===== config.mk =====
export PLATFORM = sky130hd
export DESIGN_NAME = vtm_monitor
export DESIGN_NICKNAME = d
export VERILOG_FILES = /design/src/verilog/vtm_pkg.sv /design/src/verilog/vtm_pin_filter.sv /design/src/verilog/vtm_limit_mem.sv /design/src/verilog/vtm_monitor.sv
export SDC_FILE = /design/constraint.sdc
export NUM_CORES = 1
export LEC_CHECK = 0
export BUFFER_PORTS_ARGS = -buffer_cell sky130_fd_sc_hd__buf_2
export CAP_MARGIN = 0
export CORE_MARGIN = 3
export CORE_UTILIZATION = 61
export DETAILED_ROUTE_END_ITERATION = 16
export GPL_TIMING_DRIVEN = 0
export HOLD_SLACK_MARGIN = 0.08
export MAX_ROUTING_LAYER = met4
export PLACE_DENSITY = 0.79
export SETUP_SLACK_MARGIN = 0.15
export SKIP_CTS_REPAIR_TIMING = 1
export SLEW_MARGIN = 20
export SYNTH_ARGS = -nofsm -noshare
export SYNTH_HDL_FRONTEND = slang
export SYNTH_SLANG_ARGS = --single-unit

===== constraint.sdc =====
create_clock -name i_clock -period 4.3 [get_ports i_clock]
set_input_delay 0.43 -clock i_clock [delete_from_list [all_inputs] [get_ports i_clock]]
set_output_delay 0.43 -clock i_clock [all_outputs]
set_load 0.02 [all_outputs]

===== src/verilog/vtm_pkg.sv =====
package vtm_pkg;
    // Conversion timing
    localparam int CLK_HZ = 10_000_000;
    localparam int CYCLE_TIME_MS = 200;
    localparam int N_CHAN = 5;
    localparam int CONV_CYCLES = CYCLE_TIME_MS * (CLK_HZ / 1000) / N_CHAN;
    localparam int FAST_DIV = 4;

    // Register addresses
    localparam logic [7:0] ADDR_RES_MID = 8'h20;
    localparam logic [7:0] ADDR_RES_LOW = 8'h21;
    localparam logic [7:0] ADDR_RES_HIGH = 8'h22;
    localparam logic [7:0] ADDR_RES_SUP = 8'h23;
    localparam logic [7:0] ADDR_TEMP_HI = 8'h27;
    localparam logic [7:0] ADDR_TEMP_LO = 8'h28;
    localparam logic [7:0] ADDR_LIM_FIRST = 8'h2b;
    localparam logic [7:0] ADDR_LIM_LAST = 8'h32;
    localparam logic [7:0] ADDR_HOT = 8'h39;
    localparam logic [7:0] ADDR_HYST = 8'h3a;
    localparam logic [7:0] ADDR_CFG = 8'h40;
    localparam logic [7:0] ADDR_STATUS = 8'h41;
    localparam logic [7:0] ADDR_TMODE = 8'h42;
    localparam logic [7:0] ADDR_MASK = 8'h43;

    // Limit store layout and reset values
    localparam int LIM_DEPTH = 10;
    localparam logic [3:0] SLOT_HOT = 4'h8;
    localparam logic [3:0] SLOT_HYST = 4'h9;
    localparam logic [79:0] LIM_INIT = {8'h41, 8'h50, 8'had, 8'hd3, 8'had, 8'hd3,
                                        8'had, 8'hd3, 8'had, 8'hd3};

    // Configuration
    localparam logic [7:0] CFG_RESET = 8'h08;
    localparam int CFG_RUN_BIT = 0;
    localparam int CFG_ALERT_EN_BIT = 1;
    localparam int CFG_FAST_BIT = 5;
    localparam logic [10:0] TEMP_FAST_MASK = 11'h7fc;

    // Temperature interrupt modes
    localparam logic [1:0] TMODE_LATCHED = 2'h0;
    localparam logic [1:0] TMODE_ONE_SHOT = 2'h1;
    localparam logic [1:0] TMODE_COMPARE = 2'h2;

    // Channels, also status bit positions
    localparam logic [2:0] CH_TEMP = 3'h0;
    localparam logic [2:0] CH_SUP = 3'h4;

    // Address-select connection codes
    localparam logic [1:0] ADD_GND = 2'h0;
    localparam logic [1:0] ADD_SDA = 2'h1;
    localparam logic [1:0] ADD_SCL = 2'h2;
    localparam logic [1:0] ADD_VCC = 2'h3;

    typedef enum logic [4:0] {
        ST_IDLE = 5'h01,
        ST_CONV = 5'h02,
        ST_FETCH_HI = 5'h04,
        ST_FETCH_LO = 5'h08,
        ST_CHECK = 5'h10
    } vtm_state_t;
endpackage


===== src/verilog/vtm_pin_filter.sv =====
`timescale 1ns/1ps
module vtm_pin_filter #(
    parameter int W = 3
) (
    // Clock and reset
    input wire logic i_clock,
    input wire logic i_rstn,
    // Raw pins and filtered levels
    input wire logic [W-1:0] i_pin,
    output logic [W-1:0] o_level
);

    genvar g;
    generate
        for (g = 0; g < W; g = g + 1) begin : g_pin
            logic s1;
            logic s2;
            logic s3;
            logic next_level;
            // Level moves only when two samples agree, dropping short spikes
            always_comb begin
                next_level = (s2 == s3) ? s3 : o_level[g];
            end
            always_ff @(posedge i_clock) begin
                if (!i_rstn) begin
                    s1 <= 1'b1;
                    s2 <= 1'b1;
                    s3 <= 1'b1;
                    o_level[g] <= 1'b1;
                end else begin
                    s1 <= i_pin[g];
                    s2 <= s1;
                    s3 <= s2;
                    o_level[g] <= next_level;
                end
            end
        end
    endgenerate
endmodule


===== src/verilog/vtm_limit_mem.sv =====
`timescale 1ns/1ps
module vtm_limit_mem #(
    parameter int W = 8,
    parameter int D = 10,
    parameter logic [W*D-1:0] INIT = '0
) (
    // Clock and reset
    input wire logic i_clock,
    input wire logic i_rstn,
    // Write port
    input wire logic i_we,
    input wire logic [3:0] i_waddr,
    input wire logic [W-1:0] i_wdata,
    // Read ports
    input wire logic [3:0] i_ra_addr,
    output logic [W-1:0] o_ra_q,
    input wire logic [3:0] i_rb_addr,
    output logic [W-1:0] o_rb_q
);

    logic [W-1:0] mem [D];

    always_ff @(posedge i_clock) begin
        if (!i_rstn) begin
            for (int i = 0; i < D; i++) begin
                mem[i] <= INIT[i*W +: W];
            end
            o_ra_q <= '0;
            o_rb_q <= '0;
        end else begin
            if (i_we && (int'(i_waddr) < D)) begin
                mem[i_waddr] <= i_wdata;
            end
            o_ra_q <= (int'(i_ra_addr) < D) ? mem[i_ra_addr] : '0;
            o_rb_q <= (int'(i_rb_addr) < D) ? mem[i_rb_addr] : '0;
        end
    end
endmodule


===== src/verilog/vtm_monitor.sv =====
`timescale 1ns/1ps
// Functional notes
// - Voltage codes 8 bits, temperature 11 bits
// - Byte read gives top eight temperature bits
// - Word read gives 11 bits, low five zero
// - Config bit 5: 9 bits, quarter time
// - Fast mode word read carries 9 bits
// - Byte LSB one degree, word eighth degree
// - Nominal voltage gives code 192
// - Config bit 0 starts monitoring
// - Order: temperature, mid, low, high, supply
// - Stopping mid-cycle finishes the cycle first
// - Restart always begins with temperature
// - Flag hot temperature or voltage out of window
// - Violation drives alert low, sets status bit
// - Status read releases alert, except comparator
// - Status read clears bits, except comparator
// - Address pin sampled at each transaction start
// - Spikes under 50 ns on pins ignored
// - Config bit 1 and mask gate alert
// - Latched, one-time and comparator temperature modes
// - Results at 27h and 20h to 23h
module vtm_monitor #(
    parameter int CONV_CYCLES = vtm_pkg::CONV_CYCLES
) (
    // Clock and reset
    input wire logic i_clock,
    input wire logic i_rstn,
    // Register port
    input wire logic [7:0] i_addr,
    input wire logic [7:0] i_wdata,
    input wire logic i_wr,
    input wire logic i_rd,
    output logic [7:0] o_rdata,
    // Converter
    input wire logic [10:0] i_adc_code,
    output logic [2:0] o_adc_channel,
    output logic o_adc_fast,
    output logic o_busy,
    // Serial pins
    input wire logic i_scl,
    input wire logic i_sda,
    input wire logic i_add,
    output logic [1:0] o_slave_addr_lsb,
    // Alert pin, open drain
    output logic o_alert_out,
    output logic o_alert_oe
);

    localparam int TW = $clog2(CONV_CYCLES + 1);

    function automatic logic [4:0] lim_slot(input logic [7:0] a);
        logic [7:0] off;
        off = a - vtm_pkg::ADDR_LIM_FIRST;
        if (a >= vtm_pkg::ADDR_LIM_FIRST && a <= vtm_pkg::ADDR_LIM_LAST) begin
            return {1'b1, off[3:0]};
        end else if (a == vtm_pkg::ADDR_HOT) begin
            return {1'b1, vtm_pkg::SLOT_HOT};
        end else if (a == vtm_pkg::ADDR_HYST) begin
            return {1'b1, vtm_pkg::SLOT_HYST};
        end
        return 5'h00;
    endfunction

    // Register state
    logic [7:0] cfg, next_cfg, temp_shadow, next_temp_shadow, rdata, next_rdata;
    logic [4:0] mask, next_mask, status, next_status, rd_clr, status_set;
    logic [1:0] tmode, next_tmode;
    logic rd_mem, next_rd_mem, next_alert_oe;
    // Sequencer state
    vtm_pkg::vtm_state_t state, next_state;
    logic [2:0] chan, next_chan, vch, pins_f;
    logic [TW-1:0] timer, next_timer, conv_last;
    logic [10:0] temp_res, next_temp_res;
    logic [3:0][7:0] volt_res, next_volt_res;
    logic [7:0] lim_hi, next_lim_hi, lim_qa, lim_qb;
    logic [1:0] volt_idx, next_addr_lsb;
    logic temp_armed, next_temp_armed, temp_band_clr, temp_over, temp_below, volt_out;
    // Address select and limit store wiring
    logic sda_q, add_q, add_pend, next_add_pend, start_cond;
    logic [4:0] bus_slot;
    logic [3:0] seq_slot;

    vtm_pin_filter #(.W(3)) u_filter (
        .i_clock(i_clock),
        .i_rstn(i_rstn),
        .i_pin({i_add, i_sda, i_scl}),
        .o_level(pins_f)
    );

    assign bus_slot = lim_slot(i_addr);
    assign vch = chan - 3'h1;
    assign volt_idx = vch[1:0];
    assign seq_slot = (chan == vtm_pkg::CH_TEMP) ?
        ((state == vtm_pkg::ST_FETCH_HI) ? vtm_pkg::SLOT_HOT : vtm_pkg::SLOT_HYST) :
        {1'b0, volt_idx, state != vtm_pkg::ST_FETCH_HI};

    vtm_limit_mem #(.W(8), .D(vtm_pkg::LIM_DEPTH), .INIT(vtm_pkg::LIM_INIT)) u_limits (
        .i_clock(i_clock),
        .i_rstn(i_rstn),
        .i_we(i_wr & bus_slot[4]),
        .i_waddr(bus_slot[3:0]),
        .i_wdata(i_wdata),
        .i_ra_addr(bus_slot[3:0]),
        .o_ra_q(lim_qa),
        .i_rb_addr(seq_slot),
        .o_rb_q(lim_qb)
    );

    // Quarter conversion time in fast mode
    assign conv_last = cfg[vtm_pkg::CFG_FAST_BIT] ?
        TW'(CONV_CYCLES / vtm_pkg::FAST_DIV - 1) : TW'(CONV_CYCLES - 1);

    assign temp_over = $signed(temp_res[10:3]) > $signed(lim_hi);
    assign temp_below = $signed(temp_res[10:3]) < $signed(lim_qb);
    assign volt_out = (volt_res[volt_idx] > lim_hi) || (volt_res[volt_idx] < lim_qb);

    always_comb begin
        next_state = state;
        next_chan = chan;
        next_timer = timer;
        next_temp_res = temp_res;
        next_volt_res = volt_res;
        next_lim_hi = lim_hi;
        next_temp_armed = temp_armed;
        status_set = 5'h00;
        temp_band_clr = 1'b0;
        case (state)
            vtm_pkg::ST_IDLE: begin
                if (cfg[vtm_pkg::CFG_RUN_BIT]) begin
                    next_chan = vtm_pkg::CH_TEMP;
                    next_timer = '0;
                    next_state = vtm_pkg::ST_CONV;
                end
            end
            vtm_pkg::ST_CONV: begin
                if (timer == conv_last) begin
                    next_timer = '0;
                    next_state = vtm_pkg::ST_FETCH_HI;
                    if (chan == vtm_pkg::CH_TEMP) begin
                        next_temp_res = cfg[vtm_pkg::CFG_FAST_BIT] ?
                            (i_adc_code & vtm_pkg::TEMP_FAST_MASK) : i_adc_code;
                    end else begin
                        next_volt_res[volt_idx] = i_adc_code[7:0];
                    end
                end else begin
                    next_timer = timer + 1'b1;
                end
            end
            vtm_pkg::ST_FETCH_HI: begin
                next_state = vtm_pkg::ST_FETCH_LO;
            end
            vtm_pkg::ST_FETCH_LO: begin
                next_lim_hi = lim_qb;
                next_state = vtm_pkg::ST_CHECK;
            end
            vtm_pkg::ST_CHECK: begin
                if (chan == vtm_pkg::CH_TEMP) begin
                    case (tmode)
                        vtm_pkg::TMODE_ONE_SHOT: begin
                            status_set[0] = temp_over & temp_armed;
                            if (temp_over) begin
                                next_temp_armed = 1'b0;
                            end else if (temp_below) begin
                                next_temp_armed = 1'b1;
                            end
                        end
                        vtm_pkg::TMODE_COMPARE: begin
                            status_set[0] = temp_over;
                            temp_band_clr = temp_below;
                        end
                        default: begin
                            status_set[0] = temp_over;
                        end
                    endcase
                end else begin
                    status_set[chan] = volt_out;
                end
                if (chan == vtm_pkg::CH_SUP) begin
                    next_chan = vtm_pkg::CH_TEMP;
                    next_state = cfg[vtm_pkg::CFG_RUN_BIT] ? vtm_pkg::ST_CONV : vtm_pkg::ST_IDLE;
                end else begin
                    next_chan = chan + 3'h1;
                    next_state = vtm_pkg::ST_CONV;
                end
            end
            default: begin
                next_state = vtm_pkg::ST_IDLE;
            end
        endcase
    end

    always_ff @(posedge i_clock) begin
        if (!i_rstn) begin
            state <= vtm_pkg::ST_IDLE;
            chan <= 3'h0;
            timer <= '0;
            temp_res <= 11'h000;
            volt_res <= '0;
            lim_hi <= 8'h00;
            temp_armed <= 1'b1;
            o_busy <= 1'b0;
        end else begin
            state <= next_state;
            chan <= next_chan;
            timer <= next_timer;
            temp_res <= next_temp_res;
            volt_res <= next_volt_res;
            lim_hi <= next_lim_hi;
            temp_armed <= next_temp_armed;
            o_busy <= next_state != vtm_pkg::ST_IDLE;
        end
    end

    always_comb begin
        next_cfg = cfg;
        next_tmode = tmode;
        next_mask = mask;
        next_temp_shadow = temp_shadow;
        next_rdata = 8'h00;
        next_rd_mem = 1'b0;
        rd_clr = 5'h00;
        if (i_rd) begin
            next_rd_mem = bus_slot[4];
            case (i_addr)
                vtm_pkg::ADDR_RES_MID: next_rdata = volt_res[0];
                vtm_pkg::ADDR_RES_LOW: next_rdata = volt_res[1];
                vtm_pkg::ADDR_RES_HIGH: next_rdata = volt_res[2];
                vtm_pkg::ADDR_RES_SUP: next_rdata = volt_res[3];
                vtm_pkg::ADDR_TEMP_HI: begin
                    next_rdata = temp_res[10:3];
                    next_temp_shadow = {temp_res[2:0], 5'h00};
                end
                vtm_pkg::ADDR_TEMP_LO: next_rdata = temp_shadow;
                vtm_pkg::ADDR_CFG: next_rdata = cfg;
                vtm_pkg::ADDR_STATUS: begin
                    next_rdata = {3'h0, status};
                    rd_clr = (tmode == vtm_pkg::TMODE_COMPARE) ? 5'h1e : 5'h1f;
                end
                vtm_pkg::ADDR_TMODE: next_rdata = {6'h00, tmode};
                vtm_pkg::ADDR_MASK: next_rdata = {3'h0, mask};
                default: next_rdata = 8'h00;
            endcase
        end
        if (i_wr) begin
            case (i_addr)
                vtm_pkg::ADDR_CFG: next_cfg = i_wdata;
                vtm_pkg::ADDR_TMODE: next_tmode = i_wdata[1:0];
                vtm_pkg::ADDR_MASK: next_mask = i_wdata[4:0];
                default: next_cfg = cfg;
            endcase
        end
        next_status = (status & ~rd_clr & ~{4'h0, temp_band_clr}) | status_set;
        next_alert_oe = cfg[vtm_pkg::CFG_ALERT_EN_BIT] && ((next_status & ~mask) != 5'h00);
    end

    always_ff @(posedge i_clock) begin
        if (!i_rstn) begin
            cfg <= vtm_pkg::CFG_RESET;
            tmode <= vtm_pkg::TMODE_LATCHED;
            mask <= 5'h00;
            status <= 5'h00;
            temp_shadow <= 8'h00;
            rdata <= 8'h00;
            rd_mem <= 1'b0;
            o_alert_oe <= 1'b0;
            o_alert_out <= 1'b0;
            o_adc_fast <= 1'b0;
        end else begin
            cfg <= next_cfg;
            tmode <= next_tmode;
            mask <= next_mask;
            status <= next_status;
            temp_shadow <= next_temp_shadow;
            rdata <= next_rdata;
            rd_mem <= next_rd_mem;
            o_alert_oe <= next_alert_oe;
            o_alert_out <= 1'b0;
            o_adc_fast <= next_cfg[vtm_pkg::CFG_FAST_BIT];
        end
    end

    // Limit reads come from the store's output register
    assign o_rdata = rd_mem ? lim_qa : rdata;
    assign o_adc_channel = chan;

    // Address pin classified at start condition
    assign start_cond = pins_f[0] & sda_q & ~pins_f[1];

    always_comb begin
        next_add_pend = add_pend;
        next_addr_lsb = o_slave_addr_lsb;
        if (start_cond) begin
            next_add_pend = pins_f[2];
            if (!pins_f[2]) begin
                next_addr_lsb = add_q ? vtm_pkg::ADD_SDA : vtm_pkg::ADD_GND;
            end
        end else if (add_pend && !pins_f[0]) begin
            next_add_pend = 1'b0;
            next_addr_lsb = pins_f[2] ? vtm_pkg::ADD_VCC : vtm_pkg::ADD_SCL;
        end
    end

    always_ff @(posedge i_clock) begin
        if (!i_rstn) begin
            sda_q <= 1'b1;
            add_q <= 1'b0;
            add_pend <= 1'b0;
            o_slave_addr_lsb <= vtm_pkg::ADD_GND;
        end else begin
            sda_q <= pins_f[1];
            add_q <= pins_f[2];
            add_pend <= next_add_pend;
            o_slave_addr_lsb <= next_addr_lsb;
        end
    end
endmodule


==> results.md, run 1 <==
* Wire per inst at 21.91 um
* Commonest non-fill, non-tap cell in the layout: nand2_1
* Hold slack at 79.26 ps
* Critical path, cell by cell: clkbuf_2 > inv_1 > ha_1 > clkbuf_4 > buf_4 > mux4_2 > ha_1 > and4_1 > o2111ai_1 > a31o_2 > a22oi_2 > nor4_2 > a31o_2 > o311a_1
* Critical-path top delay cell: dfxtp_2
* Vert. Die Dim at 144.9 um
* Vias/cell at 6.490
* Worst EP required at 4720 ps
* Layout cells sized above 1 at 0.1433
* First-pass GRT wire length at 51070 um
* Cell row count at 50
* TritonRoute pass-1 iters at 8
* Initial DRC Count at 1239
* Port Buffers at 47
* Most frequent cells in the layout: nand2_1, dfxtp_1, nor2_1
* Total power draw at 4.588 mW
* Die Width at 144.9 um
* Yosys cell types at 85
* Combinational share of power at 0.050
* Worst EP arrival at 4410 ps
* Startpoint types: register
* Final non-filler cell total at 1545
* Final min period at 3995 ps
* Seq pwr share at 0.510
* Skew final at 21.49 ps
* Fillers at 1418
* Switch share at 0.2295
* Synthesized area at 0.01176 mm^2
* Total GRT Usage at 0.3265
* Crit Path Max Fanout at 10
* DP Area at 0.01234 mm^2
* Max Cap Viol at 0
* Mean Syn Cell Area at 9.925 um^2
* Cell count after synthesis at 1185
* Worst-Skew Late Latency at 540 ps
* Seq/Total Area, Yosys at 0.4630
* Multi-input logic area at 0.005861 mm^2
* P&R area growth vs syn at 11.76%
* Post-layout nets at 1341
* YS warnings at 0
* CTS sink cnt at 230
* Largest net degree at the start of global routing at 14
* Core Util, Final at 0.6980
* Die ar. at 0.02098 mm^2
* Slew HR at 0.2808
* Worst min path class: in2reg
* Status: finished clean
* GRT Residual Overflow at 0
* EDFF count, synth at 84
* Worst Max-Slew Pin Slew at 1069 ps
* Storage element area at 0.005448 mm^2
* Leak Pwr at 4.862 nW
* Sw power at 1.053 mW
* H-tree Lvls at 1
* Worst path max stage delay at 400 ps
* Core area at 0.01883 mm^2
* Fin crit share at 0.9290
* Vias after detailed routing at 10027
* CTS tree: done
* DPL Wire Length at 24690 um
* Count of final hold-check violations at 0
* P_int at 3.535 mW
* Achievable frequency at 0.2503 GHz
* Async SR Flop Fraction at 0
* CP Capture Type: register
* Antenna violations before repair at 1
* Vias in the first global route at 9338
* Post-route ant nets at 0
* Post-synth top flop: dfxtp_1
* Final instance area at 0.01314 mm^2
* Synthesized flop and latch total at 230
* Clk pwr share at 0.440
* Final setup violating endpoints at 0
* Initial Util at 0.6246
* Total wire length at 33840 um
* Unrepaired setup endpoints after global routing: false
* Slew Viols, Final at 0
* IO Count at 51
* Flop2flop setup slack at 310 ps
* Type of the worst setup path: reg2reg
* Placer Congestion at 1.015
* CTS Buf Count at 25
* # placed instances at 1496
* Pwr dens at 349.0 mW/mm^2
* CTS clock-pin slew for the worst setup and hold paths at 60 ps
* CTS Buffer Depth at 3
* # DRC at 0
* Max IR drop VDD at 0.3258 mV
* Clk root buf: clkbuf_16
==> critical path: cells and delay by family, from the launching register on <==
kind,cells,cell delay (ps)
multiplexers,1,370
flip-flops,1,400
AO/OA/AOI/OAI,5,1220
adder cells (fa/ha/maj),2,690
buffers and inverters,4,820
AND/OR/NAND/NOR,2,390
==> power by group through the flow <==
stage	Combinational (mW)	Sequential, mW	Clock [mW]
2_1_floorplan	0.132	2.37	0
3_3_place_gp	0.215	2.38	0
3_5_place_dp	0.219	2.39	0
4_1_cts	0.221	2.34	2.02
5_1_grt	0.242	2.34	2.10
6_report	0.229	2.34	2.02
==> path summary, 6_finish.rpt <==
check	start	endpoint	cells past startpoint
worst max-delay path	o_adc_channel[1]	o_alert_oe	14
worst min-delay path	i_sda	u_filter.g_pin[1].s1	2
worst max register to register	o_adc_channel[1]	o_alert_oe	14
worst min register to register	u_filter.g_pin[2].s1	u_filter.g_pin[2].s2	1
==> through the flow <==
step           setup WS, ps  setup TNS, ps
2_1_floorplan         259.0              0
3_5_place_dp         -734.0          -3238
6_report              305.3              0
5_1_grt               208.1              0
3_3_place_gp         -725.9          -2932
4_1_cts              -744.4          -3380
==> sequential cells by signal, summed over array words and instances, names as in the netlist, 8 cells and up <==
signal / cells
timer: 19
temp_res: 11
volt_res: 32
u_limits.o_ra_q: 8
lim_hi: 8
rdata: 8
cfg: 8
u_limits.o_rb_q: 8
u_limits.mem: 84
==> cell families after synthesis <==
group | Yosys count | synth area share
and+or+nand+nor | 462 | 0.1976
xor gates and xnor gates | 5 | 0.003724
muxes | 111 | 0.1241
adders and majority gates | 40 | 0.04255
buffers and inverters | 106 | 0.04000
other | 1 | 0.0003188
AOI/OAI and AO/OA | 230 | 0.1287
DFF | 230 | 0.4630
==> cells in the mapped netlist (7+ instances only) <==
cell,number,area [um^2]
buf_2,16,80.08
dfxtp_1,146,2923
mux2i_1,75,750.7
and2_1,9,56.30
and3_1,26,162.7
a211oi_1,7,52.55
nand2_1,147,551.8
nor3_1,11,55.05
nor2b_1,18,112.6
a22oi_1,11,82.58
o21ai_0,29,145.1
a21oi_1,96,480.5
nor3b_1,7,52.55
nand2b_1,20,125.1
nand4_1,7,43.79
a222oi_1,11,110.1
nor2_1,104,390.4
clkbuf_1,39,146.4
edfxtp_1,84,2522
a31oi_1,12,75.07
mux4_2,23,518.0
inv_1,38,142.6
nand3_1,58,290.3
ha_1,40,500.5
o22ai_1,15,93.84
mux2_2,10,112.6
==> metal layers <==
layer | up-vias | track usage | share of wire
li1 | 4513 | - | -
met1 | 4742 | 0.4241 | 0.38
met2 | 627 | 0.5053 | 0.45
met3 | 145 | 0.07065 | 0.11
met4 | 0 | 0.1237 | 0.049
met5 | - | - | 0
==> area by class of cell <==
class,count,area share
multi-input cells,853,0.4459
flip-flops and latches,230,0.4145
clock buffers,37,0.05435
plain buffers,66,0.02523
well taps,260,0.02475
repair buffers,51,0.02037
inverters,40,0.01171
clock inverters,7,0.003046
diodes,1,0.0001904
(Power assumes the default switching activity.)
==> inputs of run 2 (changes only) <==
clock period = 4.5 ns   (was 4.3 ns; I/O delays follow)
==> results.md, run 2 (synthesis results as in run 1) <==
* Total GRT Usage at 0.3265
* Wire per inst at 21.94 um
* Count of final hold-check violations at 0
* First-pass GRT wire length at 51070 um
* Clk root buf: clkbuf_16
* Most frequent cells in the layout: nand2_1, dfxtp_1, nor2_1
* Vias after detailed routing at 9982
* Final instance area at 0.01312 mm^2
* Vias in the first global route at 9338
* Initial Util at 0.6246
* Die Width at 144.9 um
* Max IR drop VDD at 0.3113 mV
* GR Util met1 at 0.4241
* Status: finished clean
* Leak Pwr at 4.850 nW
* Largest Register: u_limits.mem
* P&R area growth vs syn at 11.56%
* Largest net degree at the start of global routing at 14
* Slew Viols, Final at 0
* GRT Residual Overflow at 0
* Commonest non-fill, non-tap cell in the layout: nand2_1
* Antenna violations before repair at 1
* Unrepaired setup endpoints after global routing: false
* Cell row count at 50
* Met2 GRT Util at 0.5053
* CTS sink cnt at 230
* TritonRoute pass-1 iters at 8
* CTS Buffer Depth at 3
* Initial DRC Count at 1282
* Worst min path class: in2reg
* Port Buffers at 47
* Achievable frequency at 0.2367 GHz
* Post-route ant nets at 0
* Fillers at 1419
* Worst EP arrival at 4640 ps
* Type of the worst setup path: reg2reg
* Grt met3 use at 0.07065
* # DRC at 0
* Fin crit share at 0.9388
* Post-layout nets at 1339
* Vias/cell at 6.469
* Core Util, Final at 0.6968
* CP Capture Type: register
* Worst Max-Slew Pin Slew at 1182 ps
* Vert. Die Dim at 144.9 um
* Max Cap Viol at 0
* Worst EP required at 4910 ps
* CTS tree: done
* Startpoint types: register
* Worst-Skew Late Latency at 540 ps
* DP Area at 0.01234 mm^2
* H-tree Lvls at 1
* Slew HR at 0.2046
* CTS Buf Count at 25
* Die ar. at 0.02098 mm^2
* Pwr dens at 333.8 mW/mm^2
* Skew final at 18.92 ps
* Leading registers by flop count: u_limits.mem: 84 flops, volt_res: 32 flops, timer: 19 flops
* Core area at 0.01883 mm^2
* Grt peak-use layer: met2
* Total wire length at 33860 um
* Total power draw at 4.380 mW
* Placer Congestion at 1.015
* Layout cells sized above 1 at 0.1412
* DPL Wire Length at 24690 um
* CTS clock-pin slew for the worst setup and hold paths at 60 ps
* Final min period at 4224 ps
* Crit Path Max Fanout at 10
* IO Count at 51
* Max reg flops at 84
* Final setup violating endpoints at 0
run 2: changes by cell type in the layout (fill, tap and decap cells not counted), sizes merged:
cell         before  now
clkbuf           75   77
buf              78   75
dlygate4sd3       1    0
run 2: layout make-up:
cell class                 count  area, um^2  share of cell area
inverter                      40       153.9             0.01173
clock buffer                  37       714.4             0.05445
tap                          260       325.3             0.02479
sequential                   230        5445              0.4150
antenna                        1       2.502           0.0001907
clock inverter                 7       40.04            0.003051
multi-input combinational    853        5861              0.4466
timing repair buffer          49       250.2             0.01907
buffer                        66       329.1             0.02508
run 2: worst max-delay path, cell delays in order, from the launching register on:
cell and delay [ps]:
dfxtp_1 470, clkbuf_4 280, clkinvlp_4 120, ha_1 350, clkbuf_2 290, clkbuf_4 320, mux4_2 370, ha_1 340
and4_1 250, o2111ai_1 120, a31o_2 240, a22oi_2 270, nor4_2 140, a31o_2 250, o311a_1 300
run 2: stage by stage:
stage	worst slack [ps]	std cells	hold WS (ps)	TNS, ps
after global placement	-525.9	1496	389.9	-1732
final	275.5	1543	100.2	0
after detailed placement	-534.0	1496	399.1	-2038
after global routing	157.6	1543	92.32	0
after CTS	-544.4	1540	89.94	-2180
after floorplan	459.0	1189	386.3	0
run 2: worst paths after layout:
check                       start                   end  slack (ps)  cells past startpoint
max              o_adc_channel[0]            o_alert_oe         280                     14
min                         i_add  u_filter.g_pin[2].s1         100                      2
max reg2reg      o_adc_channel[0]            o_alert_oe         280                     14
min reg2reg  u_filter.g_pin[2].s1  u_filter.g_pin[2].s2         410                      1
run 2: report_power, final:
group	internal (mW)	switching, mW	leakage [nW]
combinational	0.0723	0.144	2.46
clock	1.10	0.831	0.380
sequential	2.21	0.0284	2.01
run 2: per-layer routing:
metal,vias to the layer above,share of wire
met5,-,0
met4,0,0.046
met3,125,0.12
met2,657,0.46
met1,4689,0.38
li1,4511,-
